[config.mk]
export PLATFORM = sky130hd
export DESIGN_NAME = sbo_core
export DESIGN_NICKNAME = d
export VERILOG_FILES = /design/src/common/sbo_pkg.sv /design/src/core/sbo_decode.sv /design/src/core/sbo_pair_sel.sv /design/src/core/sbo_core.sv
export SDC_FILE = /design/constraint.sdc
export NUM_CORES = 1
export LEC_CHECK = 0
export BUFFER_PORTS_ARGS = -buffer_cell sky130_fd_sc_hd__buf_2
export CAP_MARGIN = 20
export CORE_MARGIN = 4
export CORE_UTILIZATION = 35
export DETAILED_ROUTE_END_ITERATION = 8
export PLACE_DENSITY_LB_ADDON = 0.2
export SYNTH_ARGS = -nofsm -noshare
export SYNTH_HDL_FRONTEND = slang
export SYNTH_SLANG_ARGS = --single-unit
[constraint.sdc]
create_clock -name I_MCLK -period 5.55 [get_ports I_MCLK]
set_input_delay 0.8325 -clock I_MCLK [delete_from_list [all_inputs] [get_ports I_MCLK]]
set_output_delay 0.8325 -clock I_MCLK [all_outputs]
set_load 0.02 [all_outputs]
[src/common/sbo_pkg.sv]
package sbo_pkg;

  // ---------------------------------------------------------------
  // opcodes
  // ---------------------------------------------------------------
  localparam logic [7:0] OP_PREFIX_ED    = 8'hED;
  localparam logic [7:0] OP_OUT_INC      = 8'hA3;
  localparam logic [7:0] OP_PREFIX_IDX1  = 8'hDD;
  localparam logic [7:0] OP_PREFIX_IDX2  = 8'hFD;
  localparam logic [7:0] OP_POP_IDX      = 8'hE1;
  localparam logic [7:0] OP_PAIR_MASK    = 8'hCF;
  localparam logic [7:0] OP_POP_PAIR     = 8'hC1;
  localparam logic [7:0] OP_PUSH_PAIR    = 8'hC5;
  localparam int         PAIR_FIELD_LSB  = 4;

  // ---------------------------------------------------------------
  // register pair field and flag positions
  // ---------------------------------------------------------------
  localparam logic [1:0] PAIR_BC = 2'h0;
  localparam logic [1:0] PAIR_DE = 2'h1;
  localparam logic [1:0] PAIR_HL = 2'h2;
  localparam logic [1:0] PAIR_AF = 2'h3;
  localparam int         FLAG_Z  = 6;
  localparam int         FLAG_N  = 1;

  localparam logic [15:0] WORD_ONE  = 16'h0001;
  localparam logic [7:0]  BYTE_ONE  = 8'h01;
  localparam logic [7:0]  BYTE_ZERO = 8'h00;
  localparam logic [15:0] WORD_ZERO = 16'h0000;

  // ---------------------------------------------------------------
  // types
  // ---------------------------------------------------------------
  typedef struct packed {
    logic [15:0] bc;
    logic [15:0] de;
    logic [15:0] hl;
    logic [15:0] af;
    logic [15:0] first_index_reg;
    logic [15:0] second_index_reg;
    logic [15:0] stack_pointer;
  } sbo_regs_t;

  typedef struct packed {
    logic        req;
    logic        wr;
    logic        io;
    logic [15:0] addr;
    logic [7:0]  wdata;
  } sbo_bus_t;

  typedef enum logic [3:0] {
    ST_FETCH1, ST_FETCH2, ST_OI_RD, ST_OI_WR,
    ST_POP_LO, ST_POP_HI, ST_PUSH_HI, ST_PUSH_LO
  } sbo_state_t;

  typedef enum logic [1:0] {
    DST_PAIR, DST_IDX1, DST_IDX2
  } sbo_dst_t;

endpackage : sbo_pkg

[src/core/sbo_decode.sv]
`timescale 1ns/1ps
`default_nettype none
module sbo_decode (
  input  wire logic [7:0] i_prefix,
  input  wire logic [7:0] i_op,
  output logic            o_out_inc,
  output logic            o_pop_idx1,
  output logic            o_pop_idx2,
  output logic            o_pop_pair,
  output logic            o_push_pair,
  output logic [1:0]      o_pair
);
  import sbo_pkg::*;

  always_comb begin
    o_out_inc   = (i_prefix == OP_PREFIX_ED) && (i_op == OP_OUT_INC);
    o_pop_idx1  = (i_prefix == OP_PREFIX_IDX1) && (i_op == OP_POP_IDX);
    o_pop_idx2  = (i_prefix == OP_PREFIX_IDX2) && (i_op == OP_POP_IDX);
    o_pop_pair  = ((i_op & OP_PAIR_MASK) == OP_POP_PAIR);
    o_push_pair = ((i_op & OP_PAIR_MASK) == OP_PUSH_PAIR);
    o_pair      = i_op[PAIR_FIELD_LSB +: 2];
  end
endmodule : sbo_decode
`default_nettype wire

[src/core/sbo_pair_sel.sv]
`timescale 1ns/1ps
`default_nettype none
module sbo_pair_sel (
  input  wire logic             [1:0] i_pair,
  input  wire sbo_pkg::sbo_regs_t     i_regs,
  output logic                 [15:0] o_value
);
  import sbo_pkg::*;

  always_comb begin
    if (i_pair == PAIR_BC) begin
      o_value = i_regs.bc;
    end else if (i_pair == PAIR_DE) begin
      o_value = i_regs.de;
    end else if (i_pair == PAIR_HL) begin
      o_value = i_regs.hl;
    end else begin
      o_value = i_regs.af;
    end
  end
endmodule : sbo_pair_sel
`default_nettype wire

[src/core/sbo_core.sv]
`timescale 1ns/1ps
`default_nettype none
// Notes on behaviour
// - output-and-increment first reads the byte at the memory pointer pair and holds it.
// - the byte counter is decremented and driven on the upper address byte, port select low.
// - the port select byte is the low byte of the 16-bit I/O port address; the counter is the high byte.
// - the held byte is then written to that port, after which the memory pointer increments.
// - output-and-increment decodes as the two bytes ED then A3.
// - it sets zero when the new counter is zero, sets subtract, and keeps the other flags.
// - a pair pop reads low byte at the stack pointer, increments, reads high, increments.
// - the pair field picks BC, DE, HL or the accumulator/flag pair for 00, 01, 10, 11.
// - a pair pop keeps flags unless the pair is the accumulator/flag pair.
// - pops never check underflow; the stack pointer just wraps upward.
// - first index pop is DD E1 with the low-then-high read and two increments.
// - second index pop is FD E1 with the same sequence.
// - index pops leave every flag unchanged.
// - a pair push decrements, writes high byte, decrements, writes low byte.
// - pushes never check overflow; the stack pointer just wraps downward.
// - pair push is the single byte 11qq0101 and alters no flag.
module sbo_core (
  input  wire logic                I_MCLK,
  input  wire logic                I_RST,
  input  wire logic                I_BUS_ACK,
  input  wire logic [7:0]          I_BUS_RDATA,
  input  wire sbo_pkg::sbo_regs_t  I_LOAD_REGS,
  input  wire logic                I_LOAD,
  output var sbo_pkg::sbo_bus_t    O_BUS,
  output var sbo_pkg::sbo_regs_t   O_REGS,
  output logic                     O_IDLE,
  output logic                     O_ILLEGAL
);
  import sbo_pkg::*;

  // ---------------------------------------------------------------
  // state
  // ---------------------------------------------------------------
  typedef struct packed {
    sbo_state_t  state;
    sbo_regs_t   regs;
    sbo_bus_t    bus;
    logic [7:0]  prefix;
    logic [7:0]  op;
    logic [7:0]  held;
    logic [7:0]  lo;
    sbo_dst_t    dst;
    logic [1:0]  pair;
    logic        illegal;
  } sbo_core_t;

  sbo_core_t st_reg;
  sbo_core_t st_next;

  logic        dec_out_inc;
  logic        dec_pop_idx1;
  logic        dec_pop_idx2;
  logic        dec_pop_pair;
  logic        dec_push_pair;
  logic [1:0]  dec_pair;
  logic [15:0] push_value;
  logic [7:0]  fetched;
  logic [7:0]  count_dec;

  assign fetched = I_BUS_RDATA;

  sbo_decode u_decode (
    .i_prefix    (st_reg.prefix),
    .i_op        (fetched),
    .o_out_inc   (dec_out_inc),
    .o_pop_idx1  (dec_pop_idx1),
    .o_pop_idx2  (dec_pop_idx2),
    .o_pop_pair  (dec_pop_pair),
    .o_push_pair (dec_push_pair),
    .o_pair      (dec_pair)
  );

  sbo_pair_sel u_pair_sel (
    .i_pair  (st_reg.pair),
    .i_regs  (st_reg.regs),
    .o_value (push_value)
  );

  assign count_dec = st_reg.regs.bc[15:8] - BYTE_ONE;

  // ---------------------------------------------------------------
  // next state
  // ---------------------------------------------------------------
  // bus request is held until acknowledged; one byte per acknowledge
  function automatic sbo_bus_t mem_rd(input logic [15:0] a);
    sbo_bus_t b;
    b       = '0;
    b.req   = 1'b1;
    b.addr  = a;
    return b;
  endfunction : mem_rd

  always_comb begin
    st_next = st_reg;
    if (I_LOAD && st_reg.state == ST_FETCH1) begin
      st_next.regs = I_LOAD_REGS;
    end
    case (st_reg.state)
      ST_FETCH1: begin
        st_next.bus = mem_rd(st_next.regs.stack_pointer);
        st_next.bus.req = 1'b0;
        st_next.prefix = BYTE_ZERO;
        // instruction bytes arrive with acknowledge; fetch address is the caller's
        if (I_BUS_ACK) begin
          st_next.illegal = 1'b0;
          if (fetched == OP_PREFIX_ED || fetched == OP_PREFIX_IDX1
              || fetched == OP_PREFIX_IDX2) begin
            st_next.prefix = fetched;
            st_next.state  = ST_FETCH2;
          end else if (dec_pop_pair) begin
            st_next.dst   = DST_PAIR;
            st_next.pair  = dec_pair;
            st_next.bus   = mem_rd(st_reg.regs.stack_pointer);
            st_next.state = ST_POP_LO;
          end else if (dec_push_pair) begin
            st_next.pair  = dec_pair;
            st_next.regs.stack_pointer = st_reg.regs.stack_pointer - WORD_ONE;
            st_next.state = ST_PUSH_HI;
          end else begin
            st_next.illegal = 1'b1;
          end
        end
      end
      ST_FETCH2: begin
        if (I_BUS_ACK) begin
          st_next.state = ST_FETCH1;
          if (dec_out_inc) begin
            st_next.bus   = mem_rd(st_reg.regs.hl);
            st_next.state = ST_OI_RD;
          end else if (dec_pop_idx1 || dec_pop_idx2) begin
            st_next.dst   = dec_pop_idx1 ? DST_IDX1 : DST_IDX2;
            st_next.bus   = mem_rd(st_reg.regs.stack_pointer);
            st_next.state = ST_POP_LO;
          end else begin
            st_next.illegal = 1'b1;
          end
        end
      end
      ST_OI_RD: begin
        if (I_BUS_ACK) begin
          st_next.held           = fetched;
          st_next.regs.bc[15:8]  = count_dec;
          st_next.bus.io         = 1'b1;
          st_next.bus.wr         = 1'b1;
          st_next.bus.addr       = {count_dec, st_reg.regs.bc[7:0]};
          st_next.bus.wdata      = fetched;
          st_next.regs.af[FLAG_Z] = (count_dec == BYTE_ZERO);
          st_next.regs.af[FLAG_N] = 1'b1;
          st_next.state          = ST_OI_WR;
        end
      end
      ST_OI_WR: begin
        st_next.bus.wdata = st_reg.held;
        if (I_BUS_ACK) begin
          st_next.bus     = '0;
          st_next.regs.hl = st_reg.regs.hl + WORD_ONE;
          st_next.state   = ST_FETCH1;
        end
      end
      ST_POP_LO: begin
        if (I_BUS_ACK) begin
          st_next.lo                 = fetched;
          st_next.regs.stack_pointer = st_reg.regs.stack_pointer + WORD_ONE;
          st_next.bus                = mem_rd(st_reg.regs.stack_pointer + WORD_ONE);
          st_next.state              = ST_POP_HI;
        end
      end
      ST_POP_HI: begin
        if (I_BUS_ACK) begin
          st_next.bus                = '0;
          st_next.regs.stack_pointer = st_reg.regs.stack_pointer + WORD_ONE;
          st_next.state              = ST_FETCH1;
          // flags live in af low byte; only an af pop touches them
          if (st_reg.dst == DST_IDX1) begin
            st_next.regs.first_index_reg = {fetched, st_reg.lo};
          end else if (st_reg.dst == DST_IDX2) begin
            st_next.regs.second_index_reg = {fetched, st_reg.lo};
          end else if (st_reg.pair == PAIR_BC) begin
            st_next.regs.bc = {fetched, st_reg.lo};
          end else if (st_reg.pair == PAIR_DE) begin
            st_next.regs.de = {fetched, st_reg.lo};
          end else if (st_reg.pair == PAIR_HL) begin
            st_next.regs.hl = {fetched, st_reg.lo};
          end else begin
            st_next.regs.af = {fetched, st_reg.lo};
          end
        end
      end
      ST_PUSH_HI: begin
        st_next.bus.req   = 1'b1;
        st_next.bus.wr    = 1'b1;
        st_next.bus.io    = 1'b0;
        st_next.bus.addr  = st_reg.regs.stack_pointer;
        st_next.bus.wdata = push_value[15:8];
        if (st_reg.bus.req && I_BUS_ACK) begin
          st_next.regs.stack_pointer = st_reg.regs.stack_pointer - WORD_ONE;
          st_next.bus.addr  = st_reg.regs.stack_pointer - WORD_ONE;
          st_next.bus.wdata = push_value[7:0];
          st_next.state     = ST_PUSH_LO;
        end
      end
      ST_PUSH_LO: begin
        if (I_BUS_ACK) begin
          st_next.bus   = '0;
          st_next.state = ST_FETCH1;
        end
      end
      default: begin
        st_next.state = ST_FETCH1;
      end
    endcase
  end

  // ---------------------------------------------------------------
  // registers
  // ---------------------------------------------------------------
  always_ff @(posedge I_MCLK or posedge I_RST) begin
    if (I_RST) begin
      st_reg       <= '0;
      st_reg.state <= ST_FETCH1;
      st_reg.dst   <= DST_PAIR;
    end else begin
      st_reg <= st_next;
    end
  end

  assign O_BUS     = st_reg.bus;
  assign O_REGS    = st_reg.regs;
  assign O_IDLE    = (st_reg.state == ST_FETCH1);
  assign O_ILLEGAL = st_reg.illegal;

endmodule : sbo_core
`default_nettype wire

==> out/metrics.csv <==
metric,value,unit
DR vias,10818,
critical path class,flip-flop to primary output,
HP Class,flip-flop to flip-flop,
Peak VDD IR,0.239,mV
Pins Over Slew Limit,0,
Setup crit start kind,flip-flop,
status,"complete, no violations",
Worst-Skew Late Latency,0.45,ns
top post-synthesis cells by area,"dfrtp_1 (36%), buf_4 (8.8%), mux2i_1 (8.0%)",
sequential element share of the synthesized area,35.8,%
final WL,46.2,mm
Syn Std Cell Area,12000,um2
Final period util,66.9,%
largest net degree at the start of global routing,73,
Core ar.,33600,um2
postcts setup bufs,0,
Post-synth top cells,"nand2_1 (216), dfrtp_1 (171), buf_4 (140), nor2_1 (96), mux2i_1 (95)",
clock buffer count from CTS,17,
total grt overflow,0,
top-area cell type share of the netlist area,35.8,%
Synth Net Count,1506,
Worst slew margin,25.2,%
max_cap viols,0,
post-layout min period,3.71,ns
Synth-to-Final Area Change,10.2,%
worst reg2reg endpoint,O_REGS[110]$_DFF_PP0_,
Yosys top cell by area,dfrtp_1,
Post-synth top flop,dfrtp_1,
setup TNS,0,ns
Hold EP,st_reg[13]$_DFFE_PP0P_,
vias in the first global route,10497,
"FF+latch count, synth",171,
antenna violations before repair,1,
Final Hold Viols,0,
LEAKAGE,6.23,nW
die width,193,um
DR iter-0 viols,1264,
worst r2r path cells,6,
DP Worst Slack,1.82,ns
Slowest cell on crit path,dfrtp_1,
drt first pass iters,6,
"Reg clk slew, reported paths",0.08,ns
die height,193,um
IO Pins,265,
number of vias per cell,5.71,
placer congestion estimate,0.877,
post-layout power,8.18,mW
hpwl dp,32.9,mm
Syn. warnings,0,
hold-fix buffer count after cts,0,
GR Util All Layers,24.5,%
"antenna viol nets, final",0,
pwr/cell area,621,nW/um2
"EDFF count, synth",0,
ys async rst share,100,%
"slowest stage delay, CP",0.96,ns
first-pass GRT wire length,68.7,mm
Layout Nets,1562,
worst slew pin tran,1.12,ns
fmax,269,MHz
setup ws final,1.84,ns
synth unique cells,77,
crit path DAT,2.88,ns
crit path launch,st_reg[177]$_DFFE_PP0P_,
Final Skew,0.0165,ns
Largest register FFs,112,
I/O Buffers,264,
CP cell instances,or3_1 > inv_1 > buf_4 > buf_2,
share of post-route cells with drive strength above 1,25.9,%
crit end category,primary output,
# rows,67,
Gate Count Post-Synth,1377,
Post-Syn Area per Cell,8.68,um2
clk buf depth,2,
worst-path fanout max,31,
Hold WS,0.483,ns
TritonCTS clock tree,built,
Residual DRC,0,
RSZ-0062 raised after global routing,no,
Die Area,37200,um2
r2r setup slk,1.99,ns
Hold Crit Start,st_reg[13]$_DFFE_PP0P_,
WHS Path Cells,2,
clk root buf,clkbuf_16,
# setup viols final,0,
RR Startpoint,st_reg[177]$_DFFE_PP0P_,
most common cell in the netlist,nand2_1,
WL/cell,24.4,um
Post-CTS Resized,0,
starting density of the core,35.6,%
CTS Sinks,171,
H-tree depth,4,
Critical Path RT,4.72,ns
metal layers:
layer,routed length (um),GRT usage (%),vias up
li1,-,-,4904
met4,795,5.87,2
met3,3560,3.69,61
met5,12,0,-
met2,21600,39.0,550
met1,20200,35.2,5301
per-stage QoR:
| stage | cell area (um2) | utilization (%) | cells |
|---|---|---|---|
| after floorplan | 12000 | - | 1377 |
| after global placement | 12500 | 37.2 | 1860 |
| after detailed placement | 12500 | 37.3 | 1861 |
| after CTS | 13100 | 39.1 | 1893 |
| after global routing | 13200 | 39.2 | 1894 |
| final | 13200 | 39.2 | 1895 |
power breakdown:
part / switching (mW) / leakage [nW] / internal [mW]
clock network: 0.640 / 0.294 / 0.616
logic: 2.54 / 3.82 / 1.56
registers: 1.00 / 2.11 / 1.82
cells by family after synthesis:
group                    Yosys count  share of synthesized area, %
XOR/XNOR                          37                          2.71
AND/OR/NAND/NOR                  436                          17.2
multiplexers                     124                          12.2
flip-flops                       171                          35.8
adder cells (fa/ha/maj)            5                         0.523
buffers and inverters            269                          13.2
AO/OA/AOI/OAI                    335                          18.3
worst max-delay path: cells and delay by family, from the launching register on:
kind	cells	cell delay (ns)
buffers and inverters	3	0.56
AND/OR/NAND/NOR	1	0.90
flip-flops	1	0.96
cell type report:
cell class	instances	area [um2]
Fill cell	3468	20400
Multi-Input combinational cell	937	6130
Sequential cell	171	4280
Timing Repair Buffer	284	1500
Tap cell	448	561
Clock buffer	17	425
Clock inverter	15	190
Inverter	22	87.6
Antenna cell	1	2.50
placed cells by master (no fill, tap or decap), drive strengths merged, types with 4 or more instances in the layout:
| master | count |
|---|---|
| buf | 284 |
| clkbuf | 17 |
| nand4 | 11 |
| nor3 | 22 |
| clkinv | 7 |
| nor3b | 8 |
| mux2 | 13 |
| a21oi | 80 |
| nor4 | 9 |
| or3 | 4 |
| o221ai | 5 |
| nand3 | 19 |
| inv | 29 |
| a221o | 19 |
| o22ai | 26 |
| dfrtp | 171 |
| a211oi | 9 |
| and4 | 5 |
| o211ai | 8 |
| mux2i | 95 |
| nand2 | 217 |
| xor2 | 21 |
| ha | 5 |
| a21o | 7 |
| mux4 | 16 |
| a221oi | 18 |
| o221a | 5 |
| xnor2 | 16 |
| a22oi | 7 |
| o31ai | 6 |
| nand2b | 4 |
| a31oi | 25 |
| and3 | 9 |
| o21ai | 93 |
| and2 | 9 |
| nor2 | 96 |
worst max path at each step:
stage / end / slack [ns] / cells past startpoint
after detailed placement: O_BUS[15]$_DFFE_PP0P_ / 1.82 / 8
after CTS: O_IDLE / 1.87 / 4
after global routing: O_IDLE / 1.68 / 4
after global placement: O_BUS[15]$_DFFE_PP0P_ / 1.89 / 8
final: O_IDLE / 1.84 / 4
after floorplan: O_BUS[0]$_DFFE_PP0P_ / 0.09 / 1
Power figures use the tool's default switching activity.
